<file path="src/bors_pkg.sv">
// Package for the brown-out reset sequencer
`default_nettype none
package bors_pkg;
   localparam int BORS_PLL_LOCK_BIT = 5;
   localparam int BORS_BOR_FLAG_BIT = 1;
   localparam int BORS_CLK_MHZ = 200;
   localparam int BORS_OST_CYCLES = 1024;
   localparam int BORS_POWERUP_TIMER_NS = 20000;
   localparam int BORS_POWERUP_TIMER_CYC = (BORS_POWERUP_TIMER_NS * BORS_CLK_MHZ) / 1000;
   localparam int BORS_FSCM_NS = 2000;
   localparam int BORS_FSCM_CYC = (BORS_FSCM_NS * BORS_CLK_MHZ + 999) / 1000;
   localparam int BORS_PULSE_CYC = 4;
   localparam logic [2:0] BORS_OSC_PRI = 3'h2;
   localparam logic [2:0] BORS_OSC_PRI_PLL = 3'h3;
   localparam logic [1:0] BORS_POSC_EC = 2'h0;
   localparam logic [1:0] BORS_POSC_OFF = 2'h3;

   typedef enum logic [1:0]
   {
      BORS_IDLE = 2'b00,
      BORS_PULSE = 2'b01,
      BORS_WAIT = 2'b10
   } bors_phase_t;

   typedef struct packed
   {
      logic [2:0] osc_select_cfg;
      logic [1:0] primary_osc_mode_cfg;
   } bors_cfg_t;

   typedef struct packed
   {
      bors_phase_t phase;
      logic [2:0] pulse_cnt;
      logic [23:0] delay_cnt;
      logic [15:0] ost_cnt;
      logic use_osc;
      logic use_pll;
      logic delay_done;
      logic clk_ok;
      logic brownout_reset;
      logic internal_reset;
      logic clk_gate_en;
      logic [2:0] clk_src;
      logic bor_flag;
   } bors_state_t;

   // Clock left running in reset so the rest of the chip can be reset synchronously
   localparam bors_state_t BORS_STATE_RST = '{
      phase: BORS_IDLE,
      pulse_cnt: 3'h0,
      delay_cnt: 24'h0,
      ost_cnt: 16'h0,
      use_osc: 1'b0,
      use_pll: 1'b0,
      delay_done: 1'b0,
      clk_ok: 1'b0,
      brownout_reset: 1'b0,
      internal_reset: 1'b0,
      clk_gate_en: 1'b1,
      clk_src: 3'h0,
      bor_flag: 1'b0
   };
endpackage : bors_pkg
`default_nettype wire

</file>
<file path="src/bors_sequencer.sv">
// Brown-out reset sequencer: reset pulse, clock qualification and delay
`timescale 1ns/1ps
`default_nettype none
// Summary of operation
// - Brown-out on core supply fires a reset pulse resetting the whole device.
// - Clock source is taken from oscillator-select and primary-mode configuration fields.
// - Oscillator mode starts the start-up timer; system clock gated until expiry.
// - With PLL, system clock stays gated until the lock bit reads one.
// - Power-up delay runs alongside clock start-up; reset held until it elapses.
// - Zero power-up delay with crystal uses the fail-safe monitor delay instead.
// - Brown-out status flag in the reset control bit is set after the event.
// - Detector stays active in Sleep and Idle; any dip resets the device.
module bors_sequencer
   import bors_pkg::*;
#(
   parameter int POWERUP_TIMER_CYC = BORS_POWERUP_TIMER_CYC,
   parameter int FSCM_CYC = BORS_FSCM_CYC,
   parameter int OST_CYC = BORS_OST_CYCLES
)
(
   input wire logic clk,
   input wire logic rst_n,
   input wire logic supply_below_thr,
   input wire logic sleep_mode,
   input wire logic idle_mode,
   input wire bors_cfg_t cfg,
   input wire logic powerup_timer_zero,
   input wire logic [7:0] osc_control_reg,
   input wire logic flag_clear,
   output logic brownout_reset,
   output logic internal_reset,
   output logic clk_gate_en,
   output logic [2:0] clk_src,
   output logic bor_flag
);
   bors_state_t s;
   bors_state_t next_s;
   logic pll_lock;
   logic crystal;

   function automatic logic bors_is_primary(input logic [2:0] sel, input logic [1:0] mode);
      return (sel == BORS_OSC_PRI || sel == BORS_OSC_PRI_PLL) && mode != BORS_POSC_OFF;
   endfunction : bors_is_primary

   // EC is an external clock, not a crystal
   function automatic logic bors_is_crystal(input logic [1:0] mode);
      return (mode != BORS_POSC_EC) && (mode != BORS_POSC_OFF);
   endfunction : bors_is_crystal

   function automatic logic [23:0] bors_delay_load(input logic zero, input logic xtal);
      if (zero && xtal)
         return 24'(FSCM_CYC);
      else if (zero)
         return 24'h0;
      else
         return 24'(POWERUP_TIMER_CYC);
   endfunction : bors_delay_load

   assign pll_lock = osc_control_reg[BORS_PLL_LOCK_BIT];
   assign crystal = bors_is_crystal(cfg.primary_osc_mode_cfg);

   always_comb
   begin
      next_s = s;
      // Sleep and idle deliberately not consulted; detector always live
      if (supply_below_thr)
      begin
         next_s.phase = BORS_PULSE;
         next_s.pulse_cnt = 3'h0;
         next_s.brownout_reset = 1'b1;
         next_s.internal_reset = 1'b1;
         next_s.clk_gate_en = 1'b0;
         next_s.clk_src = cfg.osc_select_cfg;
         next_s.use_osc = bors_is_primary(cfg.osc_select_cfg, cfg.primary_osc_mode_cfg);
         next_s.use_pll = (cfg.osc_select_cfg == BORS_OSC_PRI_PLL);
         next_s.delay_done = 1'b0;
         next_s.clk_ok = 1'b0;
         next_s.ost_cnt = 16'h0;
         next_s.delay_cnt = bors_delay_load(powerup_timer_zero, crystal);
         next_s.bor_flag = 1'b1;
      end
      else
      begin
         // Set wins over clear
         if (flag_clear)
            next_s.bor_flag = 1'b0;
         unique case (s.phase)
            BORS_IDLE:
            begin
            end
            BORS_PULSE:
            begin
               next_s.pulse_cnt = s.pulse_cnt + 3'h1;
               if (s.pulse_cnt == 3'(BORS_PULSE_CYC - 1))
               begin
                  next_s.brownout_reset = 1'b0;
                  next_s.phase = BORS_WAIT;
               end
            end
            BORS_WAIT:
            begin
               if (s.delay_cnt != 24'h0)
                  next_s.delay_cnt = s.delay_cnt - 24'h1;
               else
                  next_s.delay_done = 1'b1;
               if (s.use_osc && s.ost_cnt != 16'(OST_CYC))
                  next_s.ost_cnt = s.ost_cnt + 16'h1;
               if ((!s.use_osc || s.ost_cnt == 16'(OST_CYC)) && (!s.use_pll || pll_lock))
               begin
                  next_s.clk_ok = 1'b1;
                  next_s.clk_gate_en = 1'b1;
               end
               if (s.delay_done && s.clk_ok)
               begin
                  next_s.internal_reset = 1'b0;
                  next_s.phase = BORS_IDLE;
               end
            end
            default:
               next_s.phase = BORS_IDLE;
         endcase
      end
   end

   always_ff @(posedge clk or negedge rst_n)
   begin
      if (!rst_n)
      begin
         s <= BORS_STATE_RST;
      end
      else
         s <= next_s;
   end

   assign brownout_reset = s.brownout_reset;
   assign internal_reset = s.internal_reset;
   assign clk_gate_en = s.clk_gate_en;
   assign clk_src = s.clk_src;
   assign bor_flag = s.bor_flag;

   a_dip_pulses: assert property (@(posedge clk) disable iff (!rst_n)
      supply_below_thr |=> brownout_reset && internal_reset && !clk_gate_en)
      else $error("brown-out did not assert reset");
   a_flag_sets: assert property (@(posedge clk) disable iff (!rst_n)
      supply_below_thr |=> bor_flag)
      else $error("brown-out flag not set");
   a_src_taken: assert property (@(posedge clk) disable iff (!rst_n)
      supply_below_thr |=> clk_src == $past(cfg.osc_select_cfg))
      else $error("clock source not taken from config");
   a_sleep_live: assert property (@(posedge clk) disable iff (!rst_n)
      (supply_below_thr && (sleep_mode || idle_mode)) |=> internal_reset)
      else $error("detector inactive in low power");
   a_release_both: assert property (@(posedge clk) disable iff (!rst_n)
      $fell(internal_reset) |-> $past(s.delay_done) && $past(s.clk_ok))
      else $error("reset released early");
   a_pll_gate: assert property (@(posedge clk) disable iff (!rst_n)
      (s.phase == BORS_WAIT && s.use_pll && !pll_lock && !s.clk_ok) |=> !clk_gate_en)
      else $error("clock ungated before lock");
   a_ost_gate: assert property (@(posedge clk) disable iff (!rst_n)
      (s.phase == BORS_WAIT && s.use_osc && s.ost_cnt != 16'(OST_CYC)) |=> !clk_gate_en)
      else $error("clock ungated before timer expiry");
   a_delay_hold: assert property (@(posedge clk) disable iff (!rst_n)
      (s.phase == BORS_WAIT && s.delay_cnt != 24'h0) |=> internal_reset)
      else $error("reset released during delay");
   a_fscm_load: assert property (@(posedge clk) disable iff (!rst_n)
      (supply_below_thr && powerup_timer_zero && crystal) |=> s.delay_cnt == 24'(FSCM_CYC))
      else $error("fail-safe delay not applied");

   // Pulse, clock source, gate and delay checks
   a_pulse_hold: assert property (@(posedge clk) disable iff (!rst_n)
      (s.phase == BORS_PULSE && s.pulse_cnt != 3'(BORS_PULSE_CYC - 1)) |=> brownout_reset)
      else $error("reset pulse ended early");
   a_pulse_end: assert property (@(posedge clk) disable iff (!rst_n)
      (!supply_below_thr && s.phase == BORS_PULSE && s.pulse_cnt == 3'(BORS_PULSE_CYC - 1))
      |=> !brownout_reset)
      else $error("reset pulse too long");
   a_pulse_inner: assert property (@(posedge clk) disable iff (!rst_n)
      brownout_reset |-> internal_reset)
      else $error("pulse without internal reset");
   a_src_hold: assert property (@(posedge clk) disable iff (!rst_n)
      !supply_below_thr |=> clk_src == $past(clk_src))
      else $error("clock source changed without brown-out");
   a_pll_pick: assert property (@(posedge clk) disable iff (!rst_n)
      (supply_below_thr && cfg.osc_select_cfg == BORS_OSC_PRI_PLL) |=> s.use_pll)
      else $error("pll source not taken");
   a_gate_low: assert property (@(posedge clk) disable iff (!rst_n)
      brownout_reset |-> !clk_gate_en)
      else $error("clock running during pulse");
   a_gate_on: assert property (@(posedge clk) disable iff (!rst_n)
      (s.phase == BORS_WAIT && !supply_below_thr && (!s.use_osc || s.ost_cnt == 16'(OST_CYC))
      && (!s.use_pll || pll_lock)) |=> clk_gate_en)
      else $error("clock not enabled once qualified");
   a_ost_count: assert property (@(posedge clk) disable iff (!rst_n)
      (!supply_below_thr && s.phase == BORS_WAIT && s.use_osc && s.ost_cnt != 16'(OST_CYC))
      |=> s.ost_cnt == $past(s.ost_cnt) + 16'h1)
      else $error("start-up timer stalled");
   a_powerup_timer_load: assert property (@(posedge clk) disable iff (!rst_n)
      (supply_below_thr && !powerup_timer_zero) |=> s.delay_cnt == 24'(POWERUP_TIMER_CYC))
      else $error("power-up delay not loaded");
   a_delay_count: assert property (@(posedge clk) disable iff (!rst_n)
      (!supply_below_thr && s.phase == BORS_WAIT && s.delay_cnt != 24'h0)
      |=> s.delay_cnt == $past(s.delay_cnt) - 24'h1)
      else $error("power-up delay stalled");
   a_wait_hold: assert property (@(posedge clk) disable iff (!rst_n)
      (s.phase == BORS_WAIT && !s.delay_done) |-> internal_reset)
      else $error("reset free before delay done");
   a_ec_nodelay: assert property (@(posedge clk) disable iff (!rst_n)
      (supply_below_thr && powerup_timer_zero && !crystal) |=> s.delay_cnt == 24'h0)
      else $error("zero delay not honoured");

   // Status flag and release
   a_flag_sticky: assert property (@(posedge clk) disable iff (!rst_n)
      (bor_flag && !flag_clear) |=> bor_flag)
      else $error("brown-out flag lost");
   a_flag_clear: assert property (@(posedge clk) disable iff (!rst_n)
      (flag_clear && !supply_below_thr) |=> !bor_flag)
      else $error("brown-out flag not cleared");
   a_sleep_flag: assert property (@(posedge clk) disable iff (!rst_n)
      (supply_below_thr && (sleep_mode || idle_mode)) |=> bor_flag && brownout_reset)
      else $error("low power dip not recorded");
   a_idle_free: assert property (@(posedge clk) disable iff (!rst_n)
      (s.phase == BORS_IDLE && !supply_below_thr) |=> !internal_reset && !brownout_reset)
      else $error("reset held while idle");
   a_gate_release: assert property (@(posedge clk) disable iff (!rst_n)
      $fell(internal_reset) |-> clk_gate_en)
      else $error("reset released with clock gated");
endmodule : bors_sequencer
`default_nettype wire

</file>
<file path="config.mk">
export PLATFORM = sky130hd
export DESIGN_NAME = bors_sequencer
export DESIGN_NICKNAME = d
export VERILOG_FILES = /design/src/bors_pkg.sv /design/src/bors_sequencer.sv
export SDC_FILE = /design/constraint.sdc
export NUM_CORES = 1
export LEC_CHECK = 0
export BUFFER_PORTS_ARGS = -buffer_cell sky130_fd_sc_hd__buf_2
export CAP_MARGIN = 10
export CORE_ASPECT_RATIO = 0.8
export CORE_MARGIN = 2
export CORE_UTILIZATION = 45
export DETAILED_ROUTE_END_ITERATION = 6
export GPL_TIMING_DRIVEN = 0
export REMOVE_ABC_BUFFERS = 1
export SKIP_LAST_GASP = 1
export SYNTH_ARGS = -nofsm -noshare
export SYNTH_HDL_FRONTEND = slang
export SYNTH_SLANG_ARGS = --single-unit
</file>
<file path="constraint.sdc">
create_clock -name clk -period 4.9 [get_ports clk]
set_clock_uncertainty 0.1 [all_clocks]
set_input_delay 1.225 -clock clk [delete_from_list [all_inputs] [get_ports clk]]
set_output_delay 1.225 -clock clk [all_outputs]
set_load 0.01 [all_outputs]
</file>
==> metrics.md, run 1 <==
| Metric | Value |
|---|---|
| Outcome | `finished clean` |
| Worst skew pair latency | `~0.32 ns` |
| Delay of the slowest cell on the worst path | `slightly below 0.8 ns` |
| Synthesis-to-layout area growth | `8.19%` |
| Count of hold buffers inserted by post-cts repair | `0` |
| Worst-margin pin slew | `around 1.1 ns` |
| Post-synth EDFFs | `0` |
| IO buf count | `17` |
| Synth Area in Adders | `0.0293` |
| Kind of critical path | `in -> reg` |
| Internal power | `0.699 mW` |
| Switching share of power | `0.274` |
| Most common cell in the synthesized netlist | `dfrtp_1` |
| Grt total ovfl | `0` |
| CP Capture Type | `flip-flop` |
| Startpoint Class | `primary input` |
| Worst hold slack | `0.373 ns` |
| H-tree depth | `2` |
| Drt wl/cell | `14.5 um` |
| Synth Area in Simple Gates | `0.261` |
| Pin count of the biggest net entering global routing | `59` |
| Rows | `26` |
| First-pass detailed-route iteration total | `5` |
| Compound-Gate Fraction of Synth Area | `0.104` |
| First-pass GRT wire length | `10500 um` |
| CP top delay family | `simple AND/OR/NAND/NOR gates` |
| Initial Util | `0.467` |
| Final Cycle Share | `0.718` |
| Leak pwr | `1.30 nW` |
| # resized after CTS | `0` |
| Vias per cell | `5.52` |
| Layout cells sized above 1 | `0.127` |
| Multiplexer share of the synthesized area | `0.0213` |
| Synth cell count leaders | `55 x dfrtp_1, 39 x nor2_1, 22 x nand2_1, 19 x xnor2_1, 18 x nor4_1` |
| Buf/Inv on CP | `1` |
| Setup violators final | `0` |
| Cells after synthesis | `about 310` |
| Filler Cell Count | `roughly 590` |
| Cts bufs inserted | `5` |
| Post-Syn Area | `about 0.0030 sq mm` |
| Cell Area, Placed | `between 0.003 and 0.004 sq mm` |
| Peak VDD IR | `roughly 0.17 mV` |
| Slowest CP cell | `buf_2` |
| Tot GR Track Use | `0.180` |
| 1st-iter DRT viols | `79` |
| Yosys top cell area share | `0.460` |
| Vias in the first global route | `2177` |
| Asr flop ratio synth | `1.00` |
| Initial antenna violation count | `0` |
| Fin crit period | `roughly 3.5 ns` |
| Core area | `0.00641 sq mm` |
| Post-detail-place hpwl | `4000 um` |
| CTS Buffer Depth | `2` |
| IO Pins | `27` |
| Post-route ant nets | `0` |
| HP Class | `reg -> reg` |
| Synth Area in XOR/XNOR | `0.0673` |
| F_max | `~0.28 GHz` |
| Via Count | `2241` |
| Clock power frac | `0.331` |
| Root buf cell | `clkbuf_8` |
| Max-slew violations | `0` |
| Die Ht | `77.0 um` |
| Post-synthesis sequential area ratio | `0.468` |
| Syn avg cell area | `9.60 sq um` |
| Maxcap violations | `0` |
| Synth top area cells | `dfrtp_1 46%, xnor2_1 5.6%, nor2_1 4.9%, nor4_1 3.8%, ha_1 2.9%` |
| Critical Path RT | `5.05 ns` |
| CP arrival | `3.67 ns` |
| CTS tree | `yes` |
| Clock sinks | `56` |
| Ys flop type | `dfrtp_1` |
| Placer Congestion | `between 0.8 and 0.9` |
| DRC viols | `0` |
| Yosys warns | `0` |
| Hold Vio Cnt, Final | `0` |
| Final nets | `348` |
| Largest family of logic cells by synthesized area | `simple AND/OR/NAND/NOR gates` |
| Setup total negative slack | `0 ns` |
| Setup repair after global routing missed its margin | `no` |
| Die width | `95.2 um` |
| Post-synth cell types | `55` |
| Relative max-transition margin | `0.290` |
| Finished Cell Area | `between 0.003 and 0.004 sq mm` |
| Flop pwr share | `0.535` |
| CP Cell Sequence | `buf_2 > o21ai_1 > or4_1 > nor4_1 > o21bai_1` |
| NetSw | `0.264 mW` |
| Antenna cells | `0` |
| DIE AREA | `0.00733 sq mm` |
| Synth Register Bits | `56` |
| DRT Wirelength | `5890 um` |
| Largest area contributor in the netlist | `dfrtp_1` |
| Crit Path Max Fanout | `58` |
| Clk pin slew, worst setup/hold paths | `between 0.1 and 0.15 ns` |
| Pwr/cell area | `just under 300 mW/mm^2` |
| Setup bufs post-CTS | `0` |
| Combinational power share | `0.133` |
-- cells in the final DEF, fill, tap and decap left out, drive strengths merged, types with 5 or more instances in the layout --
| cell type | instances |
|---|---|
| nand2 | 22 |
| or3 | 7 |
| ha | 7 |
| inv | 17 |
| clkbuf | 5 |
| nand3 | 11 |
| xnor2 | 19 |
| nor2 | 40 |
| or4 | 5 |
| dfrtp | 55 |
| nor3 | 6 |
| a21oi | 11 |
| nand4 | 6 |
| nor4 | 20 |
| buf | 18 |
| o21ai | 13 |
| and4 | 5 |
-- registers in the layout (all words and copies together), names as in the netlist --
register,flops
brownout_reset,1
s,49
clk_src,3
clk_gate_en,1
internal_reset,1
bor_flag,1
-- final timing paths --
kind | slack, ns | cells after the start | endpoint | start
max in group asynchronous | 3.22 | 2 | clk_gate_en$_DFFE_PN1P_ | rst_n
worst min register to register | 0.37 | 2 | clk_gate_en$_DFFE_PN1P_ | clk_gate_en$_DFFE_PN1P_
worst min-delay path | 0.37 | 2 | clk_gate_en$_DFFE_PN1P_ | clk_gate_en$_DFFE_PN1P_
min in group asynchronous | 0.83 | 1 | s[26]$_DFFE_PN0P_ | rst_n
worst max register to register | 2.11 | 5 | s[24]$_DFFE_PN0P_ | s[54]$_DFFE_PN0P_
worst max-delay path | 1.38 | 5 | s[24]$_DFFE_PN0P_ | supply_below_thr
-- cell type report --
type                       count  area [sq um]  area share
clock buffer                   5          68.8      0.0212
clock inverter                 3          47.5      0.0147
inverter                      17          63.8      0.0197
multi-input combinational    223          1450       0.447
sequential                    56          1400       0.433
tap                           84           105      0.0324
timing repair buffer          18           105      0.0324
-- per-layer routing --
| metal | track usage | up-vias | wire [um] |
|---|---|---|---|
| li1 | - | 1124 | - |
| met1 | 0.259 | 1088 | 3030 |
| met2 | 0.276 | 24 | 2660 |
| met3 | 0.0472 | 5 | 142 |
| met4 | 0.0348 | 0 | 51 |
| met5 | 0 | - | 0 |
-- through the flow --
stage	utilization	total power [mW]	cells	setup WS (ns)
2_1_floorplan	-	0.606	296	2.41
3_3_place_gp	0.484	0.649	397	1.11
3_5_place_dp	0.487	0.656	398	1.08
4_1_cts	0.505	0.978	406	1.42
5_1_grt	0.505	1.02	406	1.23
6_report	0.505	0.963	406	1.38
-- kinds of logic after synthesis --
| kind of cell | after synthesis |
|---|---|
| simple gates | 139 |
| flops | 56 |
| compound gates | 48 |
| buf+inv | 33 |
| xor+xnor | 23 |
| fa+ha+maj | 7 |
| mux | 6 |
-- power groups by stage --
| stage | Sequential (mW) | Combinational (mW) | Clock (mW) |
|---|---|---|---|
| finish | 0.516 | 0.128 | 0.319 |
| CTS | 0.516 | 0.132 | 0.330 |
| floorplan | 0.523 | 0.0833 | 0 |
| global route | 0.520 | 0.152 | 0.350 |
| global placement | 0.524 | 0.125 | 0 |
| detailed placement | 0.525 | 0.131 | 0 |
-- worst reg2reg max path, delay by kind of cell (launching register included) --
family | cells | cell delay (ns)
AO/OA/AOI/OAI | 2 | 0.68
flip-flops | 1 | 0.40
AND/OR/NAND/NOR | 3 | 1.54
Note: power is estimated with default switching activity, not from simulation.
==> inputs of run 2 (changes only) <==
- PLACE_DENSITY: unset -> 0.66
- clock period: 4.9 -> 3 ns (I/O delays scaled with it)
==> metrics.md, run 2 (synthesis gave the netlist of run 1 again) <==
| Metric | Value |
|---|---|
| Outcome | `finished clean` |
| Crit Path Max Fanout | `16` |
| Clk pin slew, worst setup/hold paths | `0.11 ns` |
| Filler Cell Count | `585` |
| Largest register FFs | `49` |
| Root buf cell | `clkbuf_8` |
| Rows | `26` |
| Vias in the first global route | `2113` |
| First-pass detailed-route iteration total | `4` |
| CTS Buffer Depth | `2` |
| CP top delay family | `simple AND/OR/NAND/NOR gates` |
| 1st-iter DRT viols | `195` |
| Initial antenna violation count | `0` |
| Hold Vio Cnt, Final | `0` |
| Pin count of the biggest net entering global routing | `59` |
| Die width | `95.2 um` |
| Fin util | `0.503` |
| Via Count | `2284` |
| Setup violators final | `0` |
| Synthesis-to-layout area growth | `7.56%` |
| Final Cycle Share | `0.889` |
| Initial Util | `0.467` |
| IO Pins | `27` |
| Die Ht | `approximately 77 um` |
| DRT Wirelength | `5670 um` |
| Antenna cells | `0` |
| Kind of critical path | `reg -> reg` |
| Tot GR Track Use | `0.170` |
| Pwr/cell area | `roughly 460 mW/mm^2` |
| F_max | `0.375 GHz` |
| Setup WS pre-CTS | `-0.305 ns` |
| Max-slew violations | `0` |
| CTS tree | `yes` |
| Most flop-heavy register | `s` |
| Setup repair after global routing missed its margin | `no` |
| H-tree depth | `2` |
| DRC viols | `0` |
| Drt wl/cell | `around 14 um` |
| Clock sinks | `56` |
| Most frequent cells in the layout | `55 x dfrtp_1, 39 x nor2_1, 22 x nand2_1, 19 x xnor2_1, 18 x nor4_1` |
| Core area | `0.00641 sq mm` |
| Cts bufs inserted | `5` |
| Final nets | `roughly 350` |
| Leak pwr | `1.29 nW` |
| DIE AREA | `0.00733 sq mm` |
| CP Cell Sequence | `nor2b_1 > o21ai_1 > or4_1 > nor4_1 > o21bai_1` |
| Layout cells sized above 1 | `0.127` |
| Peak VDD IR | `0.423 mV` |
| Relative max-transition margin | `0.302` |
| Vias per cell | `5.63` |
| Slowest CP cell | `or4_1` |
| Grt total ovfl | `0` |
| HP Class | `in -> async` |
| Post-detail-place hpwl | `3810 um` |
| Delay of the slowest cell on the worst path | `0.65 ns` |
| Worst-margin pin slew | `approximately 1.0 ns` |
| IO buf count | `17` |
| Fin crit period | `between 2 and 3 ns` |
| CP arrival | `~2.8 ns` |
| Commonest non-fill, non-tap cell in the layout | `dfrtp_1` |
| Buf/Inv on CP | `0` |
| Placer Congestion | `0.780` |
| Post-route ant nets | `0` |
| Final Power | `1.50 mW` |
| Startpoint Class | `flip-flop` |
| Setup ws final | `approximately 0.33 ns` |
| Critical Path RT | `3.15 ns` |
| First-pass GRT wire length | `between 10000 and 15000 um` |
| Maxcap violations | `0` |
| Worst skew pair latency | `0.31 ns` |
| CP Capture Type | `flip-flop` |
==> run 2: area by class of cell <==
class	instances	area, sq um	area share
timing repair buffer	18	108	0.0334
multi-input combinational	223	1450	0.449
clock buffer	5	68.8	0.0214
inverter	17	63.8	0.0198
tap	84	105	0.0326
sequential	56	1400	0.436
clock inverter	3	26.3	0.00816
==> run 2: path summary, 6_finish.rpt <==
kind                                         start  slack [ns]  depth (start not counted)                      end
max in group asynchronous                    rst_n        1.96                          2        s[45]$_DFFE_PN0P_
min reg2reg                clk_gate_en$_DFFE_PN1P_        0.38                          2  clk_gate_en$_DFFE_PN1P_
min in group clk           clk_gate_en$_DFFE_PN1P_        0.38                          2  clk_gate_en$_DFFE_PN1P_
max reg2reg                      s[54]$_DFFE_PN0P_        0.33                          5        s[24]$_DFFE_PN0P_
min                                          rst_n        0.28                          1        s[53]$_DFFE_PN0P_
max                              s[54]$_DFFE_PN0P_        0.33                          5        s[24]$_DFFE_PN0P_
==> run 2: worst reg2reg max path, delay by kind of cell, from the launching register on <==
kind | cells | cell delay (ns)
AO/OA/AOI/OAI | 2 | 0.65
flip-flops | 1 | 0.41
AND/OR/NAND/NOR | 3 | 1.44
==> run 2: repair_timing <==
| item | in CTS | in global routing |
|---|---|---|
| gates resized for setup | 0 | 1 |
| hold buffers | 0 | 0 |
| buffers inserted | 0 | 0 |
| setup endpoints to repair | 0 | 8 |
==> run 2: stage by stage <==
step / TNS (ns) / area [sq um] / hold WS (ns) / cells
6_report: 0 / 3220 / 0.282 / 406
5_1_grt: 0 / 3220 / 0.327 / 406
4_1_cts: 0 / 3220 / 0.302 / 406
3_5_place_dp: -1.49 / 3120 / 0.358 / 398
3_3_place_gp: -1.45 / 3100 / 0.350 / 397
2_1_floorplan: 0 / 2910 / 0.354 / 296
==> run 2: per-layer routing <==
layer	wire (um)	GRT usage
met1	2930	0.251
met4	52	0.0536
met3	192	0.0314
met5	0	0
met2	2490	0.250
==> run 2: power by group <==
part           internal, mW  switching (mW)
sequential            0.803          0.0393
combinational        0.0861           0.122
clock                 0.173           0.273
